### config.mk
export PLATFORM = sky130hd
export DESIGN_NAME = phase_clock_gen
export DESIGN_NICKNAME = d
export VERILOG_FILES = /design/src/rtl/clock_gen_pkg.sv /design/src/rtl/input_sync.sv /design/src/rtl/phase_clock_gen.sv
export SDC_FILE = /design/constraint.sdc
export NUM_CORES = 1
export LEC_CHECK = 0
export ABC_AREA = 1
export BUFFER_PORTS_ARGS = -buffer_cell sky130_fd_sc_hd__buf_4
export CAP_MARGIN = 20
export CORE_UTILIZATION = 48
export DETAILED_ROUTE_END_ITERATION = 12
export HOLD_SLACK_MARGIN = 0.05
export PLACE_DENSITY = 0.85
export SLEW_MARGIN = 20
export SYNTH_ARGS = -nofsm -noshare
export SYNTH_HDL_FRONTEND = slang
export SYNTH_SLANG_ARGS = --single-unit
export TNS_END_PERCENT = 50
### constraint.sdc
create_clock -name MCLK -period 1.94 [get_ports MCLK]
set_input_delay 0.388 -clock MCLK [delete_from_list [all_inputs] [get_ports MCLK]]
set_output_delay 0.388 -clock MCLK [all_outputs]
set_load 0.02 [all_outputs]
### src/rtl/clock_gen_pkg.sv
// Purpose: Shared constants for the processor phase clock generator.
// Assumes: A 100 MHz system clock stands in for the divided oscillator.
// Notes:   All timing counts derive from printed times and the clock period.
package clock_gen_pkg;

    // Timing.
    localparam int CLK_PERIOD_NS   = 10;
    localparam int OSC_FREQ_KHZ    = 44400;
    localparam int OSC_DIVIDE      = 4;
    localparam int BASIC_PERIOD_NS = 90;
    localparam int MICROCYCLE_NS   = 270;
    localparam int RING_STAGES     = MICROCYCLE_NS / BASIC_PERIOD_NS;

    localparam logic [3:0] BASIC_CYCLES =
        4'((BASIC_PERIOD_NS + CLK_PERIOD_NS - 1) / CLK_PERIOD_NS);
    localparam logic [3:0] BASIC_LAST   = 4'(BASIC_CYCLES - 4'h1);
    localparam logic [3:0] BASIC_HIGH   = 4'(BASIC_CYCLES / 4'h2);
    localparam logic [2:0] RING_RESET   = 3'h1;

    // Positions of the external inputs in the synchroniser vector.
    localparam int IN_RUN   = 0;
    localparam int IN_WHOLE = 1;
    localparam int IN_SEQ   = 2;
    localparam int IN_MW    = 3;
    localparam int IN_REFR  = 4;
    localparam int IN_PAR   = 5;
    localparam int IN_MREQ  = 6;
    localparam int IN_GRANT = 7;
    localparam int IN_DISP  = 8;
    localparam int IN_PFEN  = 9;
    localparam int IN_PFNV  = 10;
    localparam int IN_BUSY  = 11;
    localparam int IN_DREQ  = 12;
    localparam int IN_COUNT = 13;

    // Phase two gate and step request bit positions.
    localparam int G_DP  = 0;
    localparam int G_SEQ = 1;
    localparam int G_MW  = 2;

    // Register map.
    localparam logic [7:0] REG_STATUS = 8'h00;
    localparam logic [7:0] REG_MASK   = 8'h04;
    localparam logic [7:0] REG_STATE  = 8'h08;

    localparam int         STATUS_W      = 2;
    localparam int         ST_PARITY     = 0;
    localparam int         ST_STEP_DONE  = 1;
    localparam logic [1:0] MASK_RESET    = 2'h0;
    localparam logic [1:0] STATUS_RESET  = 2'h0;

    // Layout of the state register.
    localparam int SF_RING = 0;
    localparam int SF_STEP = 3;
    localparam int SF_REFR = 6;
    localparam int SF_STALL = 7;
    localparam int SF_RUN  = 8;

endpackage : clock_gen_pkg

### src/rtl/input_sync.sv
// Purpose: Two-stage synchroniser with a rising edge detector per bit.
// Assumes: Inputs are asynchronous levels.
// Notes:   The first stage feeds only the second stage.
`timescale 1ns/1ps
module input_sync #(
    parameter int WIDTH = 1
) (
    // Clock and reset.
    input  wire logic             clk,
    input  wire logic             rst_b,
    // Raw and conditioned levels.
    input  wire logic [WIDTH-1:0] async_in,
    output logic      [WIDTH-1:0] level,
    output logic      [WIDTH-1:0] rise
);

    typedef struct packed {
        logic [WIDTH-1:0] meta;
        logic [WIDTH-1:0] sync;
        logic [WIDTH-1:0] last;
    } sync_st_t;

    sync_st_t s_q;
    sync_st_t s_d;

    always_comb begin
        s_d      = s_q;
        s_d.meta = async_in;
        s_d.sync = s_q.meta;
        s_d.last = s_q.sync;
    end

    always_ff @(posedge clk or negedge rst_b) begin
        if (!rst_b) begin
            s_q <= '0;
        end else begin
            s_q <= s_d;
        end
    end

    assign level = s_q.sync;
    assign rise  = s_q.sync & ~s_q.last;

endmodule : input_sync

### src/rtl/phase_clock_gen.sv
// Purpose: Basic clock divider, three-phase ring and gated phase two clocks.
// Assumes: Console and memory controller signals are asynchronous levels.
// Notes:   Phase two gating is decided only when the ring enters phase two.
//
// Notes on behaviour
// - Divide down to continuous 90 ns basic clock.
// - Three-stage ring makes phases zero, one, two.
// - Phases zero and one always run freely.
// - Phase two has three separately gated outputs.
// - Run high runs phase two; low stops it.
// - Whole step pulses all three phase two outputs.
// - Sequencer step pulses sequencer clock only.
// - Microword step pulses microword load clock only.
// - Refresh suppresses phase two for one microcycle.
// - Parity error stalls while present, raises interrupt.
// - Ungranted memory request stalls until grant.
// - Dispatch waiting on prefetch stalls while busy.
// - Data request stalls while memory busy.
// - Refresh also delays stepping by one microcycle.
// - Stepping stalls block only the datapath clock.
`timescale 1ns/1ps
module phase_clock_gen
    import clock_gen_pkg::*;
(
    // Clock and reset.
    input  wire logic        MCLK,
    input  wire logic        RST_B,
    // Console control.
    input  wire logic        RUN_ENABLE,
    input  wire logic        WHOLE_PROCESSOR_STEP,
    input  wire logic        SEQUENCER_STEP_REQUEST,
    input  wire logic        MICROWORD_STEP_REQUEST,
    // Stall sources.
    input  wire logic        STORE_REFRESH_REQUEST,
    input  wire logic        STORE_PARITY_ERROR,
    input  wire logic        MEMORY_REQUEST,
    input  wire logic        MEMORY_GRANT,
    input  wire logic        DISPATCH_MICROOP_ACTIVE,
    input  wire logic        PREFETCH_WAIT_ENABLE,
    input  wire logic        PREFETCH_NOT_VALID,
    input  wire logic        MEMORY_BUSY,
    input  wire logic        DATA_REQUEST,
    // Clock outputs.
    output logic             BASIC_CLOCK,
    output logic             FIRST_RING_PHASE,
    output logic             SECOND_RING_PHASE,
    output logic             DATAPATH_PHASE_CLOCK,
    output logic             SEQUENCER_COUNTER_PHASE_CLOCK,
    output logic             MICROWORD_LOAD_CLOCK,
    output logic             CLOCK_STALL,
    output logic             IRQ,
    // APB slave.
    input  wire logic        PSEL,
    input  wire logic        PENABLE,
    input  wire logic        PWRITE,
    input  wire logic [7:0]  PADDR,
    input  wire logic [31:0] PWDATA,
    output logic      [31:0] PRDATA,
    output logic             PREADY,
    output logic             PSLVERR
);

    typedef struct packed {
        logic [3:0]          div;
        logic                basic;
        logic [2:0]          ring;
        logic [2:0]          gate;
        logic [2:0]          step_pend;
        logic                refr_pend;
        logic                ph0;
        logic                ph1;
        logic                dp;
        logic                seq;
        logic                mw;
        logic                stall;
        logic [STATUS_W-1:0] status;
        logic [STATUS_W-1:0] mask;
        logic [31:0]         prdata;
        logic                pslverr;
        logic                pready;
        logic                irq;
    } gen_st_t;

    function automatic logic reg_hit(input logic [7:0] addr);
        reg_hit = (addr == REG_STATUS) || (addr == REG_MASK) || (addr == REG_STATE);
    endfunction : reg_hit

    ////////////////////////////////////////////////////////////////////////////////
    // Input conditioning.

    logic [IN_COUNT-1:0] raw_in;
    logic [IN_COUNT-1:0] lvl;
    logic [IN_COUNT-1:0] rise;

    always_comb begin
        raw_in           = '0;
        raw_in[IN_RUN]   = RUN_ENABLE;
        raw_in[IN_WHOLE] = WHOLE_PROCESSOR_STEP;
        raw_in[IN_SEQ]   = SEQUENCER_STEP_REQUEST;
        raw_in[IN_MW]    = MICROWORD_STEP_REQUEST;
        raw_in[IN_REFR]  = STORE_REFRESH_REQUEST;
        raw_in[IN_PAR]   = STORE_PARITY_ERROR;
        raw_in[IN_MREQ]  = MEMORY_REQUEST;
        raw_in[IN_GRANT] = MEMORY_GRANT;
        raw_in[IN_DISP]  = DISPATCH_MICROOP_ACTIVE;
        raw_in[IN_PFEN]  = PREFETCH_WAIT_ENABLE;
        raw_in[IN_PFNV]  = PREFETCH_NOT_VALID;
        raw_in[IN_BUSY]  = MEMORY_BUSY;
        raw_in[IN_DREQ]  = DATA_REQUEST;
    end

    input_sync #(
        .WIDTH    (IN_COUNT)
    ) u_sync (
        .clk      (MCLK),
        .rst_b    (RST_B),
        .async_in (raw_in),
        .level    (lvl),
        .rise     (rise)
    );

    ////////////////////////////////////////////////////////////////////////////////
    // Stall and decision terms.

    gen_st_t s_q;
    gen_st_t s_d;

    logic       basic_tick;
    logic       decide;
    logic       stall_now;
    logic       run;
    logic       apb_setup;
    logic       apb_write;
    logic [2:0] steps;

    // The stall output is level-true, so memory handshakes release it promptly.
    always_comb begin
        stall_now = lvl[IN_PAR]
                  | (lvl[IN_MREQ] & ~lvl[IN_GRANT])
                  | (lvl[IN_DISP] & ~lvl[IN_MREQ] & lvl[IN_PFEN]
                     & lvl[IN_PFNV] & lvl[IN_BUSY])
                  | (lvl[IN_DREQ] & lvl[IN_BUSY]);
    end

    assign basic_tick = (s_q.div == BASIC_LAST);
    assign decide     = basic_tick && s_q.ring[1];
    assign run        = lvl[IN_RUN];
    assign apb_setup  = PSEL && !PENABLE;
    assign apb_write  = PSEL && PENABLE && s_q.pready && PWRITE;
    assign steps      = {rise[IN_MW], rise[IN_SEQ], rise[IN_WHOLE]};

    ////////////////////////////////////////////////////////////////////////////////
    // Next state.

    always_comb begin
        s_d = s_q;

        // Basic clock divider runs unconditionally.
        s_d.div   = basic_tick ? 4'h0 : 4'(s_q.div + 4'h1);
        s_d.basic = (s_d.div < BASIC_HIGH);

        // Ring counter advances once per basic period.
        if (basic_tick) begin
            s_d.ring = {s_q.ring[1:0], s_q.ring[2]};
        end

        // A new edge survives a consume in the same cycle.
        s_d.step_pend = s_q.step_pend | steps;
        s_d.refr_pend = s_q.refr_pend | rise[IN_REFR];

        if (basic_tick && s_q.ring[2]) begin
            s_d.gate = 3'h0;
        end

        if (decide) begin
            s_d.gate      = 3'h0;
            s_d.refr_pend = rise[IN_REFR];
            if (s_q.refr_pend) begin
                // Refresh takes this whole microcycle, steps wait.
                s_d.gate      = 3'h0;
                s_d.step_pend = s_q.step_pend | steps;
            end else if (run) begin
                s_d.gate      = stall_now ? 3'h0 : 3'h7;
                // Steps while running are not meaningful and are dropped.
                s_d.step_pend = steps;
            end else begin
                s_d.gate[G_DP]  = s_q.step_pend[G_DP] & ~stall_now;
                s_d.gate[G_SEQ] = s_q.step_pend[G_DP] | s_q.step_pend[G_SEQ];
                s_d.gate[G_MW]  = s_q.step_pend[G_DP] | s_q.step_pend[G_MW];
                s_d.step_pend   = steps;
            end
        end

        // Registered clock outputs, phase two gated by the latched decision.
        s_d.ph0   = s_d.ring[0];
        s_d.ph1   = s_d.ring[1];
        s_d.dp    = s_d.ring[2] & s_d.gate[G_DP];
        s_d.seq   = s_d.ring[2] & s_d.gate[G_SEQ];
        s_d.mw    = s_d.ring[2] & s_d.gate[G_MW];
        s_d.stall = stall_now;

        // Sticky events; a set in the clearing cycle wins.
        if (apb_write && PADDR == REG_STATUS) begin
            s_d.status = s_q.status & ~PWDATA[STATUS_W-1:0];
        end
        if (rise[IN_PAR]) begin
            s_d.status[ST_PARITY] = 1'b1;
        end
        if (decide && !s_q.refr_pend && !run && (s_q.step_pend != 3'h0)) begin
            s_d.status[ST_STEP_DONE] = 1'b1;
        end
        if (apb_write && PADDR == REG_MASK) begin
            s_d.mask = PWDATA[STATUS_W-1:0];
        end
        s_d.irq = |(s_d.status & s_d.mask);

        // Zero-wait slave: read data is captured in the setup cycle.
        s_d.pready = 1'b1;
        if (apb_setup) begin
            s_d.prdata  = 32'h0;
            s_d.pslverr = !reg_hit(PADDR);
            if (!PWRITE) begin
                unique case (PADDR)
                    REG_STATUS: s_d.prdata[STATUS_W-1:0] = s_q.status;
                    REG_MASK:   s_d.prdata[STATUS_W-1:0] = s_q.mask;
                    REG_STATE: begin
                        s_d.prdata[SF_RING +: 3] = s_q.ring;
                        s_d.prdata[SF_STEP +: 3] = s_q.step_pend;
                        s_d.prdata[SF_REFR]      = s_q.refr_pend;
                        s_d.prdata[SF_STALL]     = s_q.stall;
                        s_d.prdata[SF_RUN]       = run;
                    end
                    default:    s_d.prdata = 32'h0;
                endcase
            end
        end
    end

    always_ff @(posedge MCLK or negedge RST_B) begin
        if (!RST_B) begin
            s_q        <= '0;
            s_q.ring   <= RING_RESET;
            s_q.ph0    <= 1'b1;
            s_q.basic  <= 1'b1;
            s_q.mask   <= MASK_RESET;
            s_q.status <= STATUS_RESET;
        end else begin
            s_q <= s_d;
        end
    end

    ////////////////////////////////////////////////////////////////////////////////
    // Outputs.

    assign BASIC_CLOCK                   = s_q.basic;
    assign FIRST_RING_PHASE              = s_q.ph0;
    assign SECOND_RING_PHASE             = s_q.ph1;
    assign DATAPATH_PHASE_CLOCK          = s_q.dp;
    assign SEQUENCER_COUNTER_PHASE_CLOCK = s_q.seq;
    assign MICROWORD_LOAD_CLOCK          = s_q.mw;
    assign CLOCK_STALL                   = s_q.stall;
    assign IRQ                           = s_q.irq;
    assign PRDATA                        = s_q.prdata;
    assign PREADY                        = s_q.pready;
    assign PSLVERR                       = s_q.pslverr;

    ////////////////////////////////////////////////////////////////////////////////
    // Checks.

    AST_BASIC_PERIOD: assert property (@(posedge MCLK) disable iff (!RST_B)
        basic_tick |=> !basic_tick [*8] ##1 basic_tick)
        else $error("Basic period is not nine cycles.");

    AST_RING_ONEHOT: assert property (@(posedge MCLK) disable iff (!RST_B)
        $onehot(s_q.ring) and (basic_tick && s_q.ring[2] |=> s_q.ring[0]))
        else $error("Ring counter is not a rotating one-hot.");

    AST_PHASE0_FREE: assert property (@(posedge MCLK) disable iff (!RST_B)
        basic_tick && s_q.ring[2] |=> FIRST_RING_PHASE ##9 SECOND_RING_PHASE)
        else $error("Free-running phases failed to advance.");

    AST_P2_IN_PHASE2: assert property (@(posedge MCLK) disable iff (!RST_B)
        (DATAPATH_PHASE_CLOCK || SEQUENCER_COUNTER_PHASE_CLOCK || MICROWORD_LOAD_CLOCK)
        |-> s_q.ring[2] && !FIRST_RING_PHASE && !SECOND_RING_PHASE)
        else $error("Phase two clock outside phase two.");

    AST_RUN_FULL: assert property (@(posedge MCLK) disable iff (!RST_B)
        decide && run && !s_q.refr_pend && !stall_now
        |=> (DATAPATH_PHASE_CLOCK && SEQUENCER_COUNTER_PHASE_CLOCK && MICROWORD_LOAD_CLOCK) [*8]
        ##1 (DATAPATH_PHASE_CLOCK && SEQUENCER_COUNTER_PHASE_CLOCK && MICROWORD_LOAD_CLOCK))
        else $error("Running phase two clocks missing or short.");

    AST_STOPPED: assert property (@(posedge MCLK) disable iff (!RST_B)
        decide && !run && s_q.step_pend == 3'h0 |=> s_q.gate == 3'h0)
        else $error("Phase two ran while stopped without a step.");

    AST_SEQ_STEP: assert property (@(posedge MCLK) disable iff (!RST_B)
        decide && !run && !s_q.refr_pend && s_q.step_pend == 3'h2
        |=> SEQUENCER_COUNTER_PHASE_CLOCK && !DATAPATH_PHASE_CLOCK && !MICROWORD_LOAD_CLOCK)
        else $error("Sequencer step drove the wrong clocks.");

    AST_MW_STEP: assert property (@(posedge MCLK) disable iff (!RST_B)
        decide && !run && !s_q.refr_pend && s_q.step_pend == 3'h4
        |=> MICROWORD_LOAD_CLOCK && !DATAPATH_PHASE_CLOCK && !SEQUENCER_COUNTER_PHASE_CLOCK)
        else $error("Microword step drove the wrong clocks.");

    AST_STEP_STALL: assert property (@(posedge MCLK) disable iff (!RST_B)
        decide && !run && !s_q.refr_pend && s_q.step_pend[G_DP] && stall_now
        |=> !DATAPATH_PHASE_CLOCK && SEQUENCER_COUNTER_PHASE_CLOCK && MICROWORD_LOAD_CLOCK)
        else $error("Stall during stepping blocked the wrong clocks.");

    AST_REFRESH: assert property (@(posedge MCLK) disable iff (!RST_B)
        decide && s_q.refr_pend |=> (s_q.gate == 3'h0) [*8])
        else $error("Refresh did not suppress phase two.");

    AST_PARITY: assert property (@(posedge MCLK) disable iff (!RST_B)
        rise[IN_PAR] |=> CLOCK_STALL && s_q.status[ST_PARITY])
        else $error("Parity error did not stall and flag.");

    AST_GRANT: assert property (@(posedge MCLK) disable iff (!RST_B)
        lvl[IN_MREQ] && !lvl[IN_GRANT] |=> CLOCK_STALL)
        else $error("Ungranted memory request did not stall.");

    AST_WHOLE_STEP: assert property (@(posedge MCLK) disable iff (!RST_B)
        decide && !run && !s_q.refr_pend && s_q.step_pend[G_DP] && !stall_now
        |=> DATAPATH_PHASE_CLOCK && SEQUENCER_COUNTER_PHASE_CLOCK && MICROWORD_LOAD_CLOCK)
        else $error("Whole step did not pulse all phase two clocks.");

    AST_REFR_STEP_WAIT: assert property (@(posedge MCLK) disable iff (!RST_B)
        decide && s_q.refr_pend && !run && s_q.step_pend != 3'h0
        |=> s_q.gate == 3'h0 && s_q.step_pend != 3'h0)
        else $error("Refresh did not hold back a pending step.");

    AST_RUN_STALL: assert property (@(posedge MCLK) disable iff (!RST_B)
        decide && run && stall_now |=> s_q.gate == 3'h0)
        else $error("Phase two ran during a stall.");

    AST_PREFETCH: assert property (@(posedge MCLK) disable iff (!RST_B)
        lvl[IN_DISP] && !lvl[IN_MREQ] && lvl[IN_PFEN] && lvl[IN_PFNV] && lvl[IN_BUSY]
        |=> CLOCK_STALL)
        else $error("Prefetch wait did not stall.");

    AST_DATA_BUSY: assert property (@(posedge MCLK) disable iff (!RST_B)
        lvl[IN_DREQ] && lvl[IN_BUSY] |=> CLOCK_STALL)
        else $error("Busy data transfer did not stall.");

    AST_GATE_STEADY: assert property (@(posedge MCLK) disable iff (!RST_B)
        !decide && !(basic_tick && s_q.ring[2]) |=> s_q.gate == $past(s_q.gate))
        else $error("Phase two gating changed off the decision edge.");

endmodule : phase_clock_gen

==> flow_summary_export.csv <==
group,metric,value,unit
run_status,status,"complete, no violations",
logic_synthesis,syn_inst,249,
cts,post_cts_resized,0,
worst_setup_path,path_class,"reg2reg",
placement,portBuffers,46,
floorplanning,core-area,5200,sq um
global_route,grt_pass1_wl,6.89,mm
final_layout,nets,358,
logic_synthesis,syn_area,2640,sq um
worst_setup_path,arrival,1760,ps
final_layout,final_core_util,0.610,
logic_synthesis,yosysTopAreaCell,"dfrtp_1",
sta,max_freq,650,MHz
worst_setup_path,crit_required,2160,ps
logic_synthesis,synthTopCellsByArea,"dfrtp_1 61%, buf_4 9.1%, nand2_1 7.4%, inv_1 4.0%, nand3_1 3.2%",
sta,setup_tns,0,ps
worst_setup_path,slowest_stage,"dfrtp_1",
detailed_routing,routed_wl,3.99,mm
sta,hold_violations,0,
final_layout,layout-drive-gt1-share,0.264,
cts,cts_max_level,3,
cts,ctsHoldBuffers,1,
power,p_comb_frac,0.057,
sta,min_period_over_period,0.792,
detailed_routing,first_iter_violations,70,
placement,gp_congestion,0.749,
sta,setup_viol,0,
worst_setup_path,startpoint_type,"register",
cts,post_cts_buffers,0,
global_route,overflow,0,
final_layout,fin_area,3180,sq um
cts,worstSkewPairLatency,340,ps
worst_setup_path,crit_fanout,8,
flow_run,drv_cap,0,
final_layout,mostFrequentLayoutCells,"64 x dfrtp_1, 52 x nand2_1, 46 x buf_4, 28 x inv_1, 24 x conb_1",
global_route,antenna_found_initial,0,
sta,slew_violations,0,
worst_setup_path,path_buf_inv,1,
sta,min_period,1540,ps
floorplanning,rows,26,
cts,root_buffer,"clkbuf_8",
power,p_seq_frac,0.499,
power,p_leak,0.00166,uW
cts,clk_path_buf_depth,2,
floorplanning,initial_utilization,0.508,
sta,final.setup_skew,13.0,ps
power,p_sw,634,uW
detailed_routing,drtPass1Iterations,5,
cts,cts_tree,"built",
worst_setup_path,r2r_setup_slack,400,ps
cts,clk_pin_slew,70,ps
floorplanning,fp.dieW,76.2,um
worst_setup_path,critPathTopFamily,"simple AND/OR/NAND/NOR gates",
global_route,grt_pass1_vias,1605,
placement,place_area,2940,sq um
cts,cts_sinks,66,
final_layout,fin_cells,373,
detailed_routing,vias_per_cell,4.41,
power,switching_share,0.221,
power,powerDensity,902,nW/um^2
placement,hpwlAfterDp,2.90,mm
final_layout,syn_to_final_growth,20.1,%
logic_synthesis,synth_top_area_share,0.606,
floorplanning,die_area,5810,sq um
worst_setup_path,critPathMaxStageDelay,410,ps
detailed_routing,postRouteAntennaNets,0,
logic_synthesis,syn-mean-instance-area,10.6,sq um
detailed_routing,drc,0,
detailed_routing,num_vias,1646,
worst_setup_path,cp_cell_sequence,"inv_1 -> ha_1 -> nand2_2 -> nor2_4 -> nand2_1 -> nand3_1 -> o21ai_2 -> and2_1",
floorplanning,die_h,76.2,um
global_route,grt_util_all_layers,0.155,
cts,cts_buffers,9,
logic_synthesis,ys_seq_area_frac,0.626,
floorplanning,io_pins,100,
logic_synthesis,synth_cell_type_count,28,
power,power_frac_clock,0.445,
logic_synthesis,ys_ff_latch,66,
final_layout,antennaDiodeCount,0,
logic_synthesis,ys_warn_count,0,
final_layout,final_common_cell,"dfrtp_1",
placement,dp_cells,356,
sta,rsz0062_at_grt,"no",
worst_setup_path,crit_path_end_kind,"register",
detailed_routing,wire_per_inst,10.7,um
global_route,grt_start_max_net_pins,42,
power,intPower,2230,uW
min_path,hold_path_class,"in2reg",
power,ir_worst_vdd,0.000622,V
==> area by class of cell <==
type | count | area (sq um)
well taps | 70 | 87.6
clock buffers | 10 | 138
clock inverters | 6 | 88.8
fillers | 437 | 2030
multi-input cells | 144 | 723
inverters | 29 | 109
flip-flops and latches | 66 | 1650
repair buffers | 48 | 375
==> synth_stat cells <==
cell type  instances
clkinv_1           1
nor2_4             2
buf_4             32
nor2_2             2
nand2_2            2
nand3_2            3
o31ai_1            5
nand2_4            1
nand3_1           17
o21ai_0            5
a21oi_1            3
ha_1               2
and2_1             1
nor2_8             1
nor2_1            12
nand2_1           52
a21oi_2            1
o21ai_2            1
inv_1             28
nor3_2             2
nand4_1            1
dfrtp_1           64
xnor2_1            1
conb_1             2
o211ai_1           1
o22ai_1            4
dfstp_2            2
nor3_1             1
==> cell families after synthesis <==
kind of cell    count (synthesis)  share of synthesized area
xor+xnor                        1                    0.00331
other cells                     2                    0.00284
buf+inv                        61                      0.132
flops                          66                      0.626
compound gates                 20                     0.0483
fa+ha+maj                       2                    0.00946
simple gates                   97                      0.178
==> power groups by stage <==
stage / sequential [uW] / clock, uW / combinational, uW
2_1_floorplan: 1460 / 0 / 101
5_1_grt: 1430 / 1370 / 179
6_report: 1430 / 1270 / 162
4_1_cts: 1430 / 1300 / 164
3_5_place_dp: 1460 / 0 / 162
3_3_place_gp: 1450 / 0 / 159
==> worst paths after layout <==
| check | startpoint | to | cells past startpoint |
|---|---|---|---|
| min reg2reg | u_sync.s_d[19] | u_sync.level[6] | 0 |
| max reg2reg | s_q[56] | DATAPATH_PHASE_CLOCK | 8 |
| max in group asynchronous | RST_B | s_q[52] | 3 |
| max | s_q[56] | DATAPATH_PHASE_CLOCK | 8 |
| min | MEMORY_BUSY | u_sync.s_d[24] | 1 |
| min in group asynchronous | RST_B | u_sync.s_d[16] | 2 |
==> registers in the layout (all words and copies together) (netlist names) <==
register / cells
u_sync.level: 13
u_sync.s_d: 13
PREADY: 1
u_sync.s_q: 5
BASIC_CLOCK: 1
PRDATA: 9
DATAPATH_PHASE_CLOCK: 1
IRQ: 1
SEQUENCER_COUNTER_PHASE_CLOCK: 1
s_q: 18
MICROWORD_LOAD_CLOCK: 1
CLOCK_STALL: 1
PSLVERR: 1
==> stage by stage <==
step	setup WS, ps	power [uW]	hold slack, ps
after floorplan	571	1560	92.4
after global placement	458	1610	333
after detailed placement	411	1620	335
after CTS	394	2890	136
after global routing	252	2980	133
final	403	2860	153
==> per-layer routing <==
metal | share of wire | global-route usage
met1 | 0.44 | 0.175
met2 | 0.48 | 0.258
met3 | 0.066 | 0.0647
met4 | 0.011 | 0.0635
met5 | 0 | 0
Power figures use the tool's default switching activity.
